**src/verilog/pss_pkg.sv**
```systemverilog
// Operation
// - the summary register answers at management index 0x10
// - bit 15 ignores writes and always reads zero
// - bit 14 shows crossover: one means pairs swapped, zero means normal
// - crossover bit follows enable and force; live when enabled and not forced
// - bit 13 latches receive errors until receive error count register is read
// - bit 12 mirrors polarity bit 4, cleared only by reading the 10BASE-T register
// - bit 11 latches false carrier until false carrier count register is read
// - bit 10 is latch-low signal detect, so a loss stays visible
// - bit 9 is latch-low descrambler lock, so a lost lock stays recorded
// - bit 8 mirrors page received, cleared only by reading the expansion register
// - bit 7 reads one while an interrupt is pending; event register read clears it
// - bit 6 latches remote fault; basic status read or reset clears it
package pss_pkg;

	// ****************************************
	// bus geometry
	// ****************************************
	localparam int ADDR_W = 8;
	localparam int DATA_W = 32;
	localparam int REG_W  = 16;
	localparam int IDX_W  = 6;

	// ****************************************
	// register indices (byte address is four times the index)
	// ****************************************
	localparam logic [IDX_W-1:0] IDX_BASIC_STATUS   = 6'h01;
	localparam logic [IDX_W-1:0] IDX_AN_EXPANSION   = 6'h06;
	localparam logic [IDX_W-1:0] IDX_STATUS_SUMMARY = 6'h10;
	localparam logic [IDX_W-1:0] IDX_INT_EVENT      = 6'h12;
	localparam logic [IDX_W-1:0] IDX_FALSE_CARRIER  = 6'h14;
	localparam logic [IDX_W-1:0] IDX_RX_ERROR       = 6'h15;
	localparam logic [IDX_W-1:0] IDX_TENBASE        = 6'h1C;
	localparam logic [IDX_W-1:0] IDX_CONTROL        = 6'h1D;
	localparam logic [IDX_W-1:0] IDX_IRQ_STATUS     = 6'h1E;
	localparam logic [IDX_W-1:0] IDX_IRQ_MASK       = 6'h1F;

	// ****************************************
	// summary field positions
	// ****************************************
	localparam int SUM_RESERVED  = 15;
	localparam int SUM_CROSSOVER = 14;
	localparam int SUM_RX_ERROR  = 13;
	localparam int SUM_POLARITY  = 12;
	localparam int SUM_FALSE_CAR = 11;
	localparam int SUM_SIG_DET   = 10;
	localparam int SUM_DESC_LOCK = 9;
	localparam int SUM_PAGE_RX   = 8;
	localparam int SUM_INT_PEND  = 7;
	localparam int SUM_REM_FAULT = 6;
	localparam int TENBASE_POLARITY = 4;
	localparam int EXPANSION_PAGE   = 1;

	// ****************************************
	// sticky latch slots
	// ****************************************
	localparam int LAT_N         = 8;
	localparam int LAT_RX_ERROR  = 0;
	localparam int LAT_FALSE_CAR = 1;
	localparam int LAT_POLARITY  = 2;
	localparam int LAT_PAGE_RX   = 3;
	localparam int LAT_INT_PEND  = 4;
	localparam int LAT_REM_FAULT = 5;
	localparam int LAT_SIG_LOSS  = 6;
	localparam int LAT_LOCK_LOSS = 7;

	// ****************************************
	// control and interrupt layout
	// ****************************************
	localparam int CTL_AUTO_XOVER = 0;
	localparam int CTL_XOVER_FORCE = 1;
	localparam int IRQ_N          = 6;
	localparam int IRQ_RX_ERROR   = 0;
	localparam int IRQ_FALSE_CAR  = 1;
	localparam int IRQ_PAGE_RX    = 2;
	localparam int IRQ_REM_FAULT  = 3;
	localparam int IRQ_SIG_LOSS   = 4;
	localparam int IRQ_LOCK_LOSS  = 5;

	// ****************************************
	// reset values
	// ****************************************
	localparam logic [REG_W-1:0] RST_CONTROL  = 16'h0000;
	localparam logic [IRQ_N-1:0] RST_IRQ_MASK = 6'h00;
	localparam logic [LAT_N-1:0] RST_LATCHES  = 8'h00;

	// ****************************************
	// bus handshake states
	// ****************************************
	typedef enum logic [0:0] {
		PSS_IDLE = 1'b0,
		PSS_DONE = 1'b1
	} pss_bus_state_t;

endpackage : pss_pkg

```
**src/verilog/pss_sync3.sv**
```systemverilog
`timescale 1ns/1ps
module pss_sync3 #(
	parameter int WIDTH = 2
) (
	// clock and reset
	input  wire logic             core_clk,
	input  wire logic             reset,
	input  wire logic             clk_en,
	// asynchronous levels in, filtered levels out
	input  wire logic [WIDTH-1:0] async_in,
	output logic      [WIDTH-1:0] sync_out
);

	// ****************************************
	// per-bit three stage synchroniser
	// ****************************************
	genvar g;
	generate
		for (g = 0; g < WIDTH; g++) begin : g_bit
			logic stage1_q;
			logic stage2_q;
			logic stage3_q;
			logic level_q;
			always_ff @(posedge core_clk) begin
				if (reset) begin
					stage1_q <= 1'b0;
					stage2_q <= 1'b0;
					stage3_q <= 1'b0;
					level_q  <= 1'b0;
				end else if (clk_en) begin
					stage1_q <= async_in[g];
					stage2_q <= stage1_q;
					stage3_q <= stage2_q;
					// only accept a level once two settled stages agree
					if (stage2_q == stage3_q) begin
						level_q <= stage3_q;
					end
				end
			end
			assign sync_out[g] = level_q;
		end
	endgenerate

endmodule : pss_sync3

```
**src/verilog/pss_sticky.sv**
```systemverilog
`timescale 1ns/1ps
module pss_sticky #(
	parameter int WIDTH = 8
) (
	// clock and reset
	input  wire logic             core_clk,
	input  wire logic             reset,
	input  wire logic             clk_en,
	// per-bit set and clear
	input  wire logic [WIDTH-1:0] set_in,
	input  wire logic [WIDTH-1:0] clr_in,
	output logic      [WIDTH-1:0] flag_q
);

	// ****************************************
	// set dominates clear, so no event is lost
	// ****************************************
	genvar g;
	generate
		for (g = 0; g < WIDTH; g++) begin : g_flag
			always_ff @(posedge core_clk) begin
				if (reset) begin
					flag_q[g] <= 1'b0;
				end else if (clk_en) begin
					flag_q[g] <= set_in[g] | (flag_q[g] & ~clr_in[g]);
				end
			end
		end
	endgenerate

endmodule : pss_sticky

```
**src/verilog/pss_status_summary.sv**
```systemverilog
`timescale 1ns/1ps
module pss_status_summary (
	// clock, reset, enable
	input  wire logic                        core_clk,
	input  wire logic                        reset,
	input  wire logic                        clk_en,
	// avalon-mm slave
	input  wire logic [pss_pkg::ADDR_W-1:0]  avs_address,
	input  wire logic                        avs_read,
	input  wire logic                        avs_write,
	input  wire logic [pss_pkg::DATA_W-1:0]  avs_writedata,
	input  wire logic [3:0]                  avs_byteenable,
	output logic      [pss_pkg::DATA_W-1:0]  avs_readdata,
	output logic                             avs_waitrequest,
	// same-clock events and levels from the phy core
	input  wire logic                        rx_error_event,
	input  wire logic                        false_carrier_event,
	input  wire logic                        polarity_inverted,
	input  wire logic                        page_received_event,
	input  wire logic                        interrupt_event,
	input  wire logic                        remote_fault_event,
	input  wire logic                        crossover_auto_state,
	// levels from the medium-dependent sublayer, other clock
	input  wire logic                        signal_detect,
	input  wire logic                        descrambler_lock,
	// interrupt
	output logic                             irq
);

	// ****************************************
	// bus handshake
	// ****************************************
	pss_pkg::pss_bus_state_t     bus_state_q;
	pss_pkg::pss_bus_state_t     bus_state_d;
	logic                        req;
	logic                        rd_take;
	logic                        wr_take;
	logic [pss_pkg::IDX_W-1:0]   idx;

	assign req = avs_read | avs_write;
	assign idx = avs_address[pss_pkg::ADDR_W-1:2];
	// one wait cycle: data is captured in idle, handed over in done
	// a frozen enable keeps the master waiting, so no write is lost in done
	assign avs_waitrequest = req & ((bus_state_q == pss_pkg::PSS_IDLE) | ~clk_en);
	assign rd_take = clk_en & avs_read & (bus_state_q == pss_pkg::PSS_IDLE);
	assign wr_take = clk_en & avs_write & (bus_state_q == pss_pkg::PSS_DONE);

	always_comb begin
		bus_state_d = bus_state_q;
		case (bus_state_q)
			pss_pkg::PSS_IDLE: begin
				if (req) begin
					bus_state_d = pss_pkg::PSS_DONE;
				end
			end
			pss_pkg::PSS_DONE: begin
				bus_state_d = pss_pkg::PSS_IDLE;
			end
			default: begin
				bus_state_d = pss_pkg::PSS_IDLE;
			end
		endcase
	end

	always_ff @(posedge core_clk) begin
		if (reset) begin
			bus_state_q <= pss_pkg::PSS_IDLE;
		end else if (clk_en) begin
			bus_state_q <= bus_state_d;
		end
	end

	// ****************************************
	// clear-on-read strobes
	// ****************************************
	// strobes fire at the capture edge so the returned value and the clear agree
	logic rd_summary;
	logic rd_rx_error;
	logic rd_false_car;
	logic rd_tenbase;
	logic rd_expansion;
	logic rd_int_event;
	logic rd_basic;

	assign rd_summary   = rd_take & (idx == pss_pkg::IDX_STATUS_SUMMARY);
	assign rd_rx_error  = rd_take & (idx == pss_pkg::IDX_RX_ERROR);
	assign rd_false_car = rd_take & (idx == pss_pkg::IDX_FALSE_CARRIER);
	assign rd_tenbase   = rd_take & (idx == pss_pkg::IDX_TENBASE);
	assign rd_expansion = rd_take & (idx == pss_pkg::IDX_AN_EXPANSION);
	assign rd_int_event = rd_take & (idx == pss_pkg::IDX_INT_EVENT);
	assign rd_basic     = rd_take & (idx == pss_pkg::IDX_BASIC_STATUS);

	// ****************************************
	// medium-dependent levels
	// ****************************************
	logic [1:0] pmd_sync;
	logic       sig_det_s;
	logic       lock_s;
	logic       sig_det_prev_q;
	logic       lock_prev_q;

	pss_sync3 #(
		.WIDTH (2)
	) u_pmd_sync (
		.core_clk (core_clk),
		.reset    (reset),
		.clk_en   (clk_en),
		.async_in ({descrambler_lock, signal_detect}),
		.sync_out (pmd_sync)
	);

	assign sig_det_s = pmd_sync[0];
	assign lock_s    = pmd_sync[1];

	// previous levels feed the falling-edge interrupts; both reset low like the
	// synchroniser, so a pin already low at release raises no false edge

	always_ff @(posedge core_clk) begin
		if (reset) begin
			sig_det_prev_q <= 1'b0;
			lock_prev_q    <= 1'b0;
		end else if (clk_en) begin
			sig_det_prev_q <= sig_det_s;
			lock_prev_q    <= lock_s;
		end
	end

	// ****************************************
	// status latches
	// ****************************************
	logic [pss_pkg::LAT_N-1:0] lat_set;
	logic [pss_pkg::LAT_N-1:0] lat_clr;
	logic [pss_pkg::LAT_N-1:0] lat_q;

	// limitation: a source held high re-sets its latch every cycle, so a
	// clearing read only sticks once the source has gone quiet

	always_comb begin
		lat_set = '0;
		lat_clr = '0;
		lat_set[pss_pkg::LAT_RX_ERROR]  = rx_error_event;
		lat_clr[pss_pkg::LAT_RX_ERROR]  = rd_rx_error;
		lat_set[pss_pkg::LAT_FALSE_CAR] = false_carrier_event;
		lat_clr[pss_pkg::LAT_FALSE_CAR] = rd_false_car;
		lat_set[pss_pkg::LAT_POLARITY]  = polarity_inverted;
		lat_clr[pss_pkg::LAT_POLARITY]  = rd_tenbase;
		lat_set[pss_pkg::LAT_PAGE_RX]   = page_received_event;
		lat_clr[pss_pkg::LAT_PAGE_RX]   = rd_expansion;
		lat_set[pss_pkg::LAT_INT_PEND]  = interrupt_event;
		lat_clr[pss_pkg::LAT_INT_PEND]  = rd_int_event;
		lat_set[pss_pkg::LAT_REM_FAULT] = remote_fault_event;
		lat_clr[pss_pkg::LAT_REM_FAULT] = rd_basic;
		// latch-low: a loss is held until the summary itself is read
		lat_set[pss_pkg::LAT_SIG_LOSS]  = ~sig_det_s;
		lat_clr[pss_pkg::LAT_SIG_LOSS]  = rd_summary;
		lat_set[pss_pkg::LAT_LOCK_LOSS] = ~lock_s;
		lat_clr[pss_pkg::LAT_LOCK_LOSS] = rd_summary;
	end

	pss_sticky #(
		.WIDTH (pss_pkg::LAT_N)
	) u_latches (
		.core_clk (core_clk),
		.reset    (reset),
		.clk_en   (clk_en),
		.set_in   (lat_set),
		.clr_in   (lat_clr),
		.flag_q   (lat_q)
	);

	// ****************************************
	// control register and crossover state
	// ****************************************
	logic [pss_pkg::REG_W-1:0] control_q;
	logic                      crossover_q;

	// registered, so the bit trails the live auto state by one cycle

	always_ff @(posedge core_clk) begin
		if (reset) begin
			control_q <= pss_pkg::RST_CONTROL;
		end else if (wr_take && idx == pss_pkg::IDX_CONTROL) begin
			if (avs_byteenable[0]) begin
				control_q[7:0] <= avs_writedata[7:0];
			end
			if (avs_byteenable[1]) begin
				control_q[15:8] <= avs_writedata[15:8];
			end
		end
	end

	always_ff @(posedge core_clk) begin
		if (reset) begin
			crossover_q <= 1'b0;
		end else if (clk_en) begin
			if (control_q[pss_pkg::CTL_XOVER_FORCE]) begin
				crossover_q <= 1'b1;
			end else if (control_q[pss_pkg::CTL_AUTO_XOVER]) begin
				crossover_q <= crossover_auto_state;
			end else begin
				crossover_q <= 1'b0;
			end
		end
	end

	// ****************************************
	// summary word
	// ****************************************
	logic [pss_pkg::REG_W-1:0] summary;

	// bits 5 to 0 belong to another block and read as zero here

	always_comb begin
		summary = '0;
		summary[pss_pkg::SUM_RESERVED]  = 1'b0;
		summary[pss_pkg::SUM_CROSSOVER] = crossover_q;
		summary[pss_pkg::SUM_RX_ERROR]  = lat_q[pss_pkg::LAT_RX_ERROR];
		summary[pss_pkg::SUM_POLARITY]  = lat_q[pss_pkg::LAT_POLARITY];
		summary[pss_pkg::SUM_FALSE_CAR] = lat_q[pss_pkg::LAT_FALSE_CAR];
		summary[pss_pkg::SUM_SIG_DET]   = sig_det_s & ~lat_q[pss_pkg::LAT_SIG_LOSS];
		summary[pss_pkg::SUM_DESC_LOCK] = lock_s & ~lat_q[pss_pkg::LAT_LOCK_LOSS];
		summary[pss_pkg::SUM_PAGE_RX]   = lat_q[pss_pkg::LAT_PAGE_RX];
		summary[pss_pkg::SUM_INT_PEND]  = lat_q[pss_pkg::LAT_INT_PEND];
		summary[pss_pkg::SUM_REM_FAULT] = lat_q[pss_pkg::LAT_REM_FAULT];
	end

	// ****************************************
	// interrupt status and mask
	// ****************************************
	logic [pss_pkg::IRQ_N-1:0] irq_set;
	logic [pss_pkg::IRQ_N-1:0] irq_clr;
	logic [pss_pkg::IRQ_N-1:0] irq_status_q;
	logic [pss_pkg::IRQ_N-1:0] irq_mask_q;

	// a one written to clear loses to an event in the same cycle

	always_comb begin
		irq_set = '0;
		irq_set[pss_pkg::IRQ_RX_ERROR]  = rx_error_event;
		irq_set[pss_pkg::IRQ_FALSE_CAR] = false_carrier_event;
		irq_set[pss_pkg::IRQ_PAGE_RX]   = page_received_event;
		irq_set[pss_pkg::IRQ_REM_FAULT] = remote_fault_event;
		irq_set[pss_pkg::IRQ_SIG_LOSS]  = sig_det_prev_q & ~sig_det_s;
		irq_set[pss_pkg::IRQ_LOCK_LOSS] = lock_prev_q & ~lock_s;
		irq_clr = '0;
		if (wr_take && idx == pss_pkg::IDX_IRQ_STATUS && avs_byteenable[0]) begin
			irq_clr = avs_writedata[pss_pkg::IRQ_N-1:0];
		end
	end

	pss_sticky #(
		.WIDTH (pss_pkg::IRQ_N)
	) u_irq_status (
		.core_clk (core_clk),
		.reset    (reset),
		.clk_en   (clk_en),
		.set_in   (irq_set),
		.clr_in   (irq_clr),
		.flag_q   (irq_status_q)
	);

	always_ff @(posedge core_clk) begin
		if (reset) begin
			irq_mask_q <= pss_pkg::RST_IRQ_MASK;
		end else if (wr_take && idx == pss_pkg::IDX_IRQ_MASK && avs_byteenable[0]) begin
			irq_mask_q <= avs_writedata[pss_pkg::IRQ_N-1:0];
		end
	end

	assign irq = |(irq_status_q & irq_mask_q);

	// ****************************************
	// read data
	// ****************************************
	// source registers other than the summary live elsewhere; only the
	// mirrored bits are returned here, the rest read as zero
	// the other indices still clear their latches through the strobes above
	logic [pss_pkg::REG_W-1:0] rd_word;

	always_comb begin
		rd_word = '0;
		if (idx == pss_pkg::IDX_STATUS_SUMMARY) begin
			rd_word = summary;
		end else if (idx == pss_pkg::IDX_TENBASE) begin
			rd_word[pss_pkg::TENBASE_POLARITY] = lat_q[pss_pkg::LAT_POLARITY];
		end else if (idx == pss_pkg::IDX_AN_EXPANSION) begin
			rd_word[pss_pkg::EXPANSION_PAGE] = lat_q[pss_pkg::LAT_PAGE_RX];
		end else if (idx == pss_pkg::IDX_CONTROL) begin
			rd_word = control_q;
		end else if (idx == pss_pkg::IDX_IRQ_STATUS) begin
			rd_word[pss_pkg::IRQ_N-1:0] = irq_status_q;
		end else if (idx == pss_pkg::IDX_IRQ_MASK) begin
			rd_word[pss_pkg::IRQ_N-1:0] = irq_mask_q;
		end else begin
			rd_word = '0;
		end
	end

	always_ff @(posedge core_clk) begin
		if (reset) begin
			avs_readdata <= '0;
		end else if (rd_take) begin
			avs_readdata <= {16'h0000, rd_word};
		end
	end

endmodule : pss_status_summary

```
**config.mk**
```make
export PLATFORM = sky130hd
export DESIGN_NAME = pss_status_summary
export DESIGN_NICKNAME = d
export VERILOG_FILES = /design/src/verilog/pss_pkg.sv /design/src/verilog/pss_sync3.sv /design/src/verilog/pss_sticky.sv /design/src/verilog/pss_status_summary.sv
export SDC_FILE = /design/constraint.sdc
export NUM_CORES = 1
export LEC_CHECK = 0
export BUFFER_PORTS_ARGS = -buffer_cell sky130_fd_sc_hd__buf_2
export CORE_UTILIZATION = 50
export CTS_CLUSTER_DIAMETER = 200
export DETAILED_ROUTE_END_ITERATION = 12
export PLACE_DENSITY = 0.84
export SKIP_LAST_GASP = 1
export SYNTH_ARGS = -nofsm -noshare
export SYNTH_HDL_FRONTEND = slang
export SYNTH_SLANG_ARGS = --single-unit
```
**constraint.sdc**
```tcl
create_clock -name core_clk -period 1.7 [get_ports core_clk]
set_input_delay 0.17 -clock core_clk [delete_from_list [all_inputs] [get_ports core_clk]]
set_output_delay 0.17 -clock core_clk [all_outputs]
set_load 0.03 [all_outputs]
```
==> results.toml <==
[global_routing]
grt_pass1_wl_um = 11100
grt_pass1_vias = 2323
grt_max_degree = 32
grt_usage_pct = 24.2
grt_overflow = 0
antenna_found_initial = 0

[timing]
rsz0062_at_grt = "no"
slew_violations = 0
max_freq_mhz = 638
post-route-period-util_pct = 92.1
clock-skew-final_ns = 0.00411
setup_tns_ns = 0
setup_viol = 0
min_period_ns = 1.57
finalHoldViolCount = 0

[run_status]
status = "finished, final reports clean"

[finish]
final_cell_mix = "dfxtp_1, buf_2, nor2_1"
final_common_cell = "dfxtp_1"
stdcell_area_mm2 = 0.00341
fin_nets = 422
drive_gt1_share_pct = 29.2
area_growth_pct = 19.6
n_antenna_cell = 0
finalCoreUtilization_pct = 62.0

[cts]
cts_buffers = 9
clk_pin_slew_ns = 0.06
cts_max_level = 3
cts_tree = "done"
cts_setup_buffers = 0
insertion_delay_ns = 0.34
root_buffer = "clkbuf_8"
cts_num_sinks = 64
cts_buffer_depth = 2

[power]
combPwrFrac_pct = 10.0
power.internal_w = 0.00222
p_total_w = 0.00294
p_sw_share_pct = 24.7
pwr-share-seq_pct = 52.7
power.leakage_nw = 1.48
peakVddDrop_v = 0.000388
pwr-share-clk_pct = 37.3
power_density_mw_per_mm2 = 863
switching_power_w = 0.000729

[routing]
wirelength_um = 6570
avgRoutedWirePerCell_um = 15.0
drc_errors = 0
drt-vias-per-instance = 5.47
drtIter0Drc = 156
dr.pass1.iters = 4
vias = 2397
ant_nets = 0

[min_path]
worstHoldStart = "signal_detect"
min_path_type = "in -> reg"

[synthesis]
synth_top_area_share_pct = 44.9
syn_avg_cell_area_um2 = 9.71
synthArstFlopShare_pct = 0
ys_ff_latch = 64
synth_edf_count = 0
ys_warn_count = 0
synth.area.top_cells = "dfxtp_1, mux2i_1, nor2_1, buf_4, nand2_1"
syn_area_mm2 = 0.00285
ys.flop_type = "dfxtp_1"
yosysUniqueCellTypes = 43
synthCells = 294
yosysTopAreaCell = "dfxtp_1"
ys_seq_area_share_pct = 44.9

[critical_path]
cp_common_cell = "buf_4"
worst-path-max-fanout = 10
endpoint = "avs_readdata[12]"
crit_path_start = "bus_state_q"
cp_slowest_stage_delay_ns = 0.42
start_kind = "flop"
cpMaxStageDelayCell = "dfxtp_1"
crit_chain = "nand3b_4 > buf_4 > nor3_1 > buf_4 > a222oi_1 > nor2_1"
r2r-end = "avs_readdata[12]"
critPathKind = "reg -> reg"
rrSetupSlack_ns = 0.13
reg2reg_from = "bus_state_q"
critPathArrivalTime_ns = 1.79
crit_required_ns = 1.92
reg2reg_depth = 6
worstSetupEndpointType = "flop"

[placed_design]
finalWeightedCongestion = 0.870
placed_area_mm2 = 0.00324
dp_hpwl_um = 4880
io_buffers = 55

[job]
drv_cap = 0

[floorplanning]
die_h_um = 77.6
die_area_mm2 = 0.00601
die_w_um = 77.6
initial_core_util_pct = 51.8
fp-row-count = 27
core_area_mm2 = 0.00551
num_io_pins = 92
==> cells by family after synthesis <==
group	share of synthesized area (%)
buf+inv	7.58
mux	13.3
flops	44.9
other cells	0.131
simple gates	19.3
compound gates	14.8
==> critical path, delay by kind of cell, from the launching register on <==
family | cells | cell delay [ns]
flops | 1 | 0.42
simple gates | 3 | 0.36
buf+inv | 2 | 0.36
compound gates | 1 | 0.31
==> state kept, by name, summed over array words and instances (netlist names) <==
signal,flops
avs_readdata,16
bus_state_q,1
control_q,16
crossover_q,1
irq_mask_q,6
lock_prev_q,1
sig_det_prev_q,1
u_irq_status.flag_q,6
u_latches.flag_q,8
u_pmd_sync.g_bit.level_q,2
u_pmd_sync.g_bit.stage1_q,2
u_pmd_sync.g_bit.stage2_q,2
u_pmd_sync.g_bit.stage3_q,2
==> cell usage after synthesis, types with 5 or more instances <==
| cell | number |
|---|---|
| nand2_1 | 29 |
| clkbuf_1 | 8 |
| buf_4 | 16 |
| a22o_1 | 6 |
| mux2i_1 | 30 |
| a22oi_1 | 7 |
| o21ai_0 | 9 |
| a21oi_1 | 18 |
| dfxtp_1 | 64 |
| mux2_2 | 5 |
| nor2_1 | 44 |
==> power groups by stage <==
stage | logic, W | clock network [W] | registers [W]
after detailed placement | 0.000289 | 0 | 0.00158
final | 0.000294 | 0.00110 | 0.00155
after global routing | 0.000317 | 0.00120 | 0.00155
after CTS | 0.000289 | 0.00113 | 0.00155
after global placement | 0.000281 | 0 | 0.00158
after floorplan | 0.000217 | 0 | 0.00158
==> timing repair <==
item	in CTS	in global routing
endpoints found under the hold margin	0	0
hold buffers	0	0
setup endpoints to repair	0	2
resized for setup	0	1
==> metrics by stage <==
stage	setup slack (ns)	instances	hold slack [ns]
after global placement	0.119	425	0.406
after global routing	0.0247	438	0.0769
after detailed placement	0.0584	425	0.423
after CTS	0.0865	438	0.0610
final	0.134	438	0.0717
after floorplan	0.170	309	0.315
==> worst min-delay path by stage <==
stage | endpoint | slack (ns) | cells after the start
after floorplan | u_latches.flag_q[4] | 0.31 | 2
after global placement | control_q[14] | 0.41 | 3
after detailed placement | u_pmd_sync.g_bit[0].stage1_q | 0.42 | 3
after CTS | u_pmd_sync.g_bit[0].stage1_q | 0.06 | 3
after global routing | control_q[7] | 0.08 | 3
final | u_pmd_sync.g_bit[0].stage1_q | 0.07 | 3
==> routing by layer <==
metal	wire length [um]	track usage (%)
met4	128	13.8
met3	471	6.00
met5	0	0
met2	3230	39.4
met1	2730	29.0
==> layout make-up <==
cell class / instances / area, um2
clock buffer: 12 / 155
clock inverter: 1 / 5.00
fill: 471 / 2090
inverter: 3 / 11.3
multi-input combinational: 213 / 1420
sequential: 64 / 1280
tap: 72 / 90.1
timing repair buffer: 73 / 448
No activity file was read; power rests on OpenSTA's default activity.
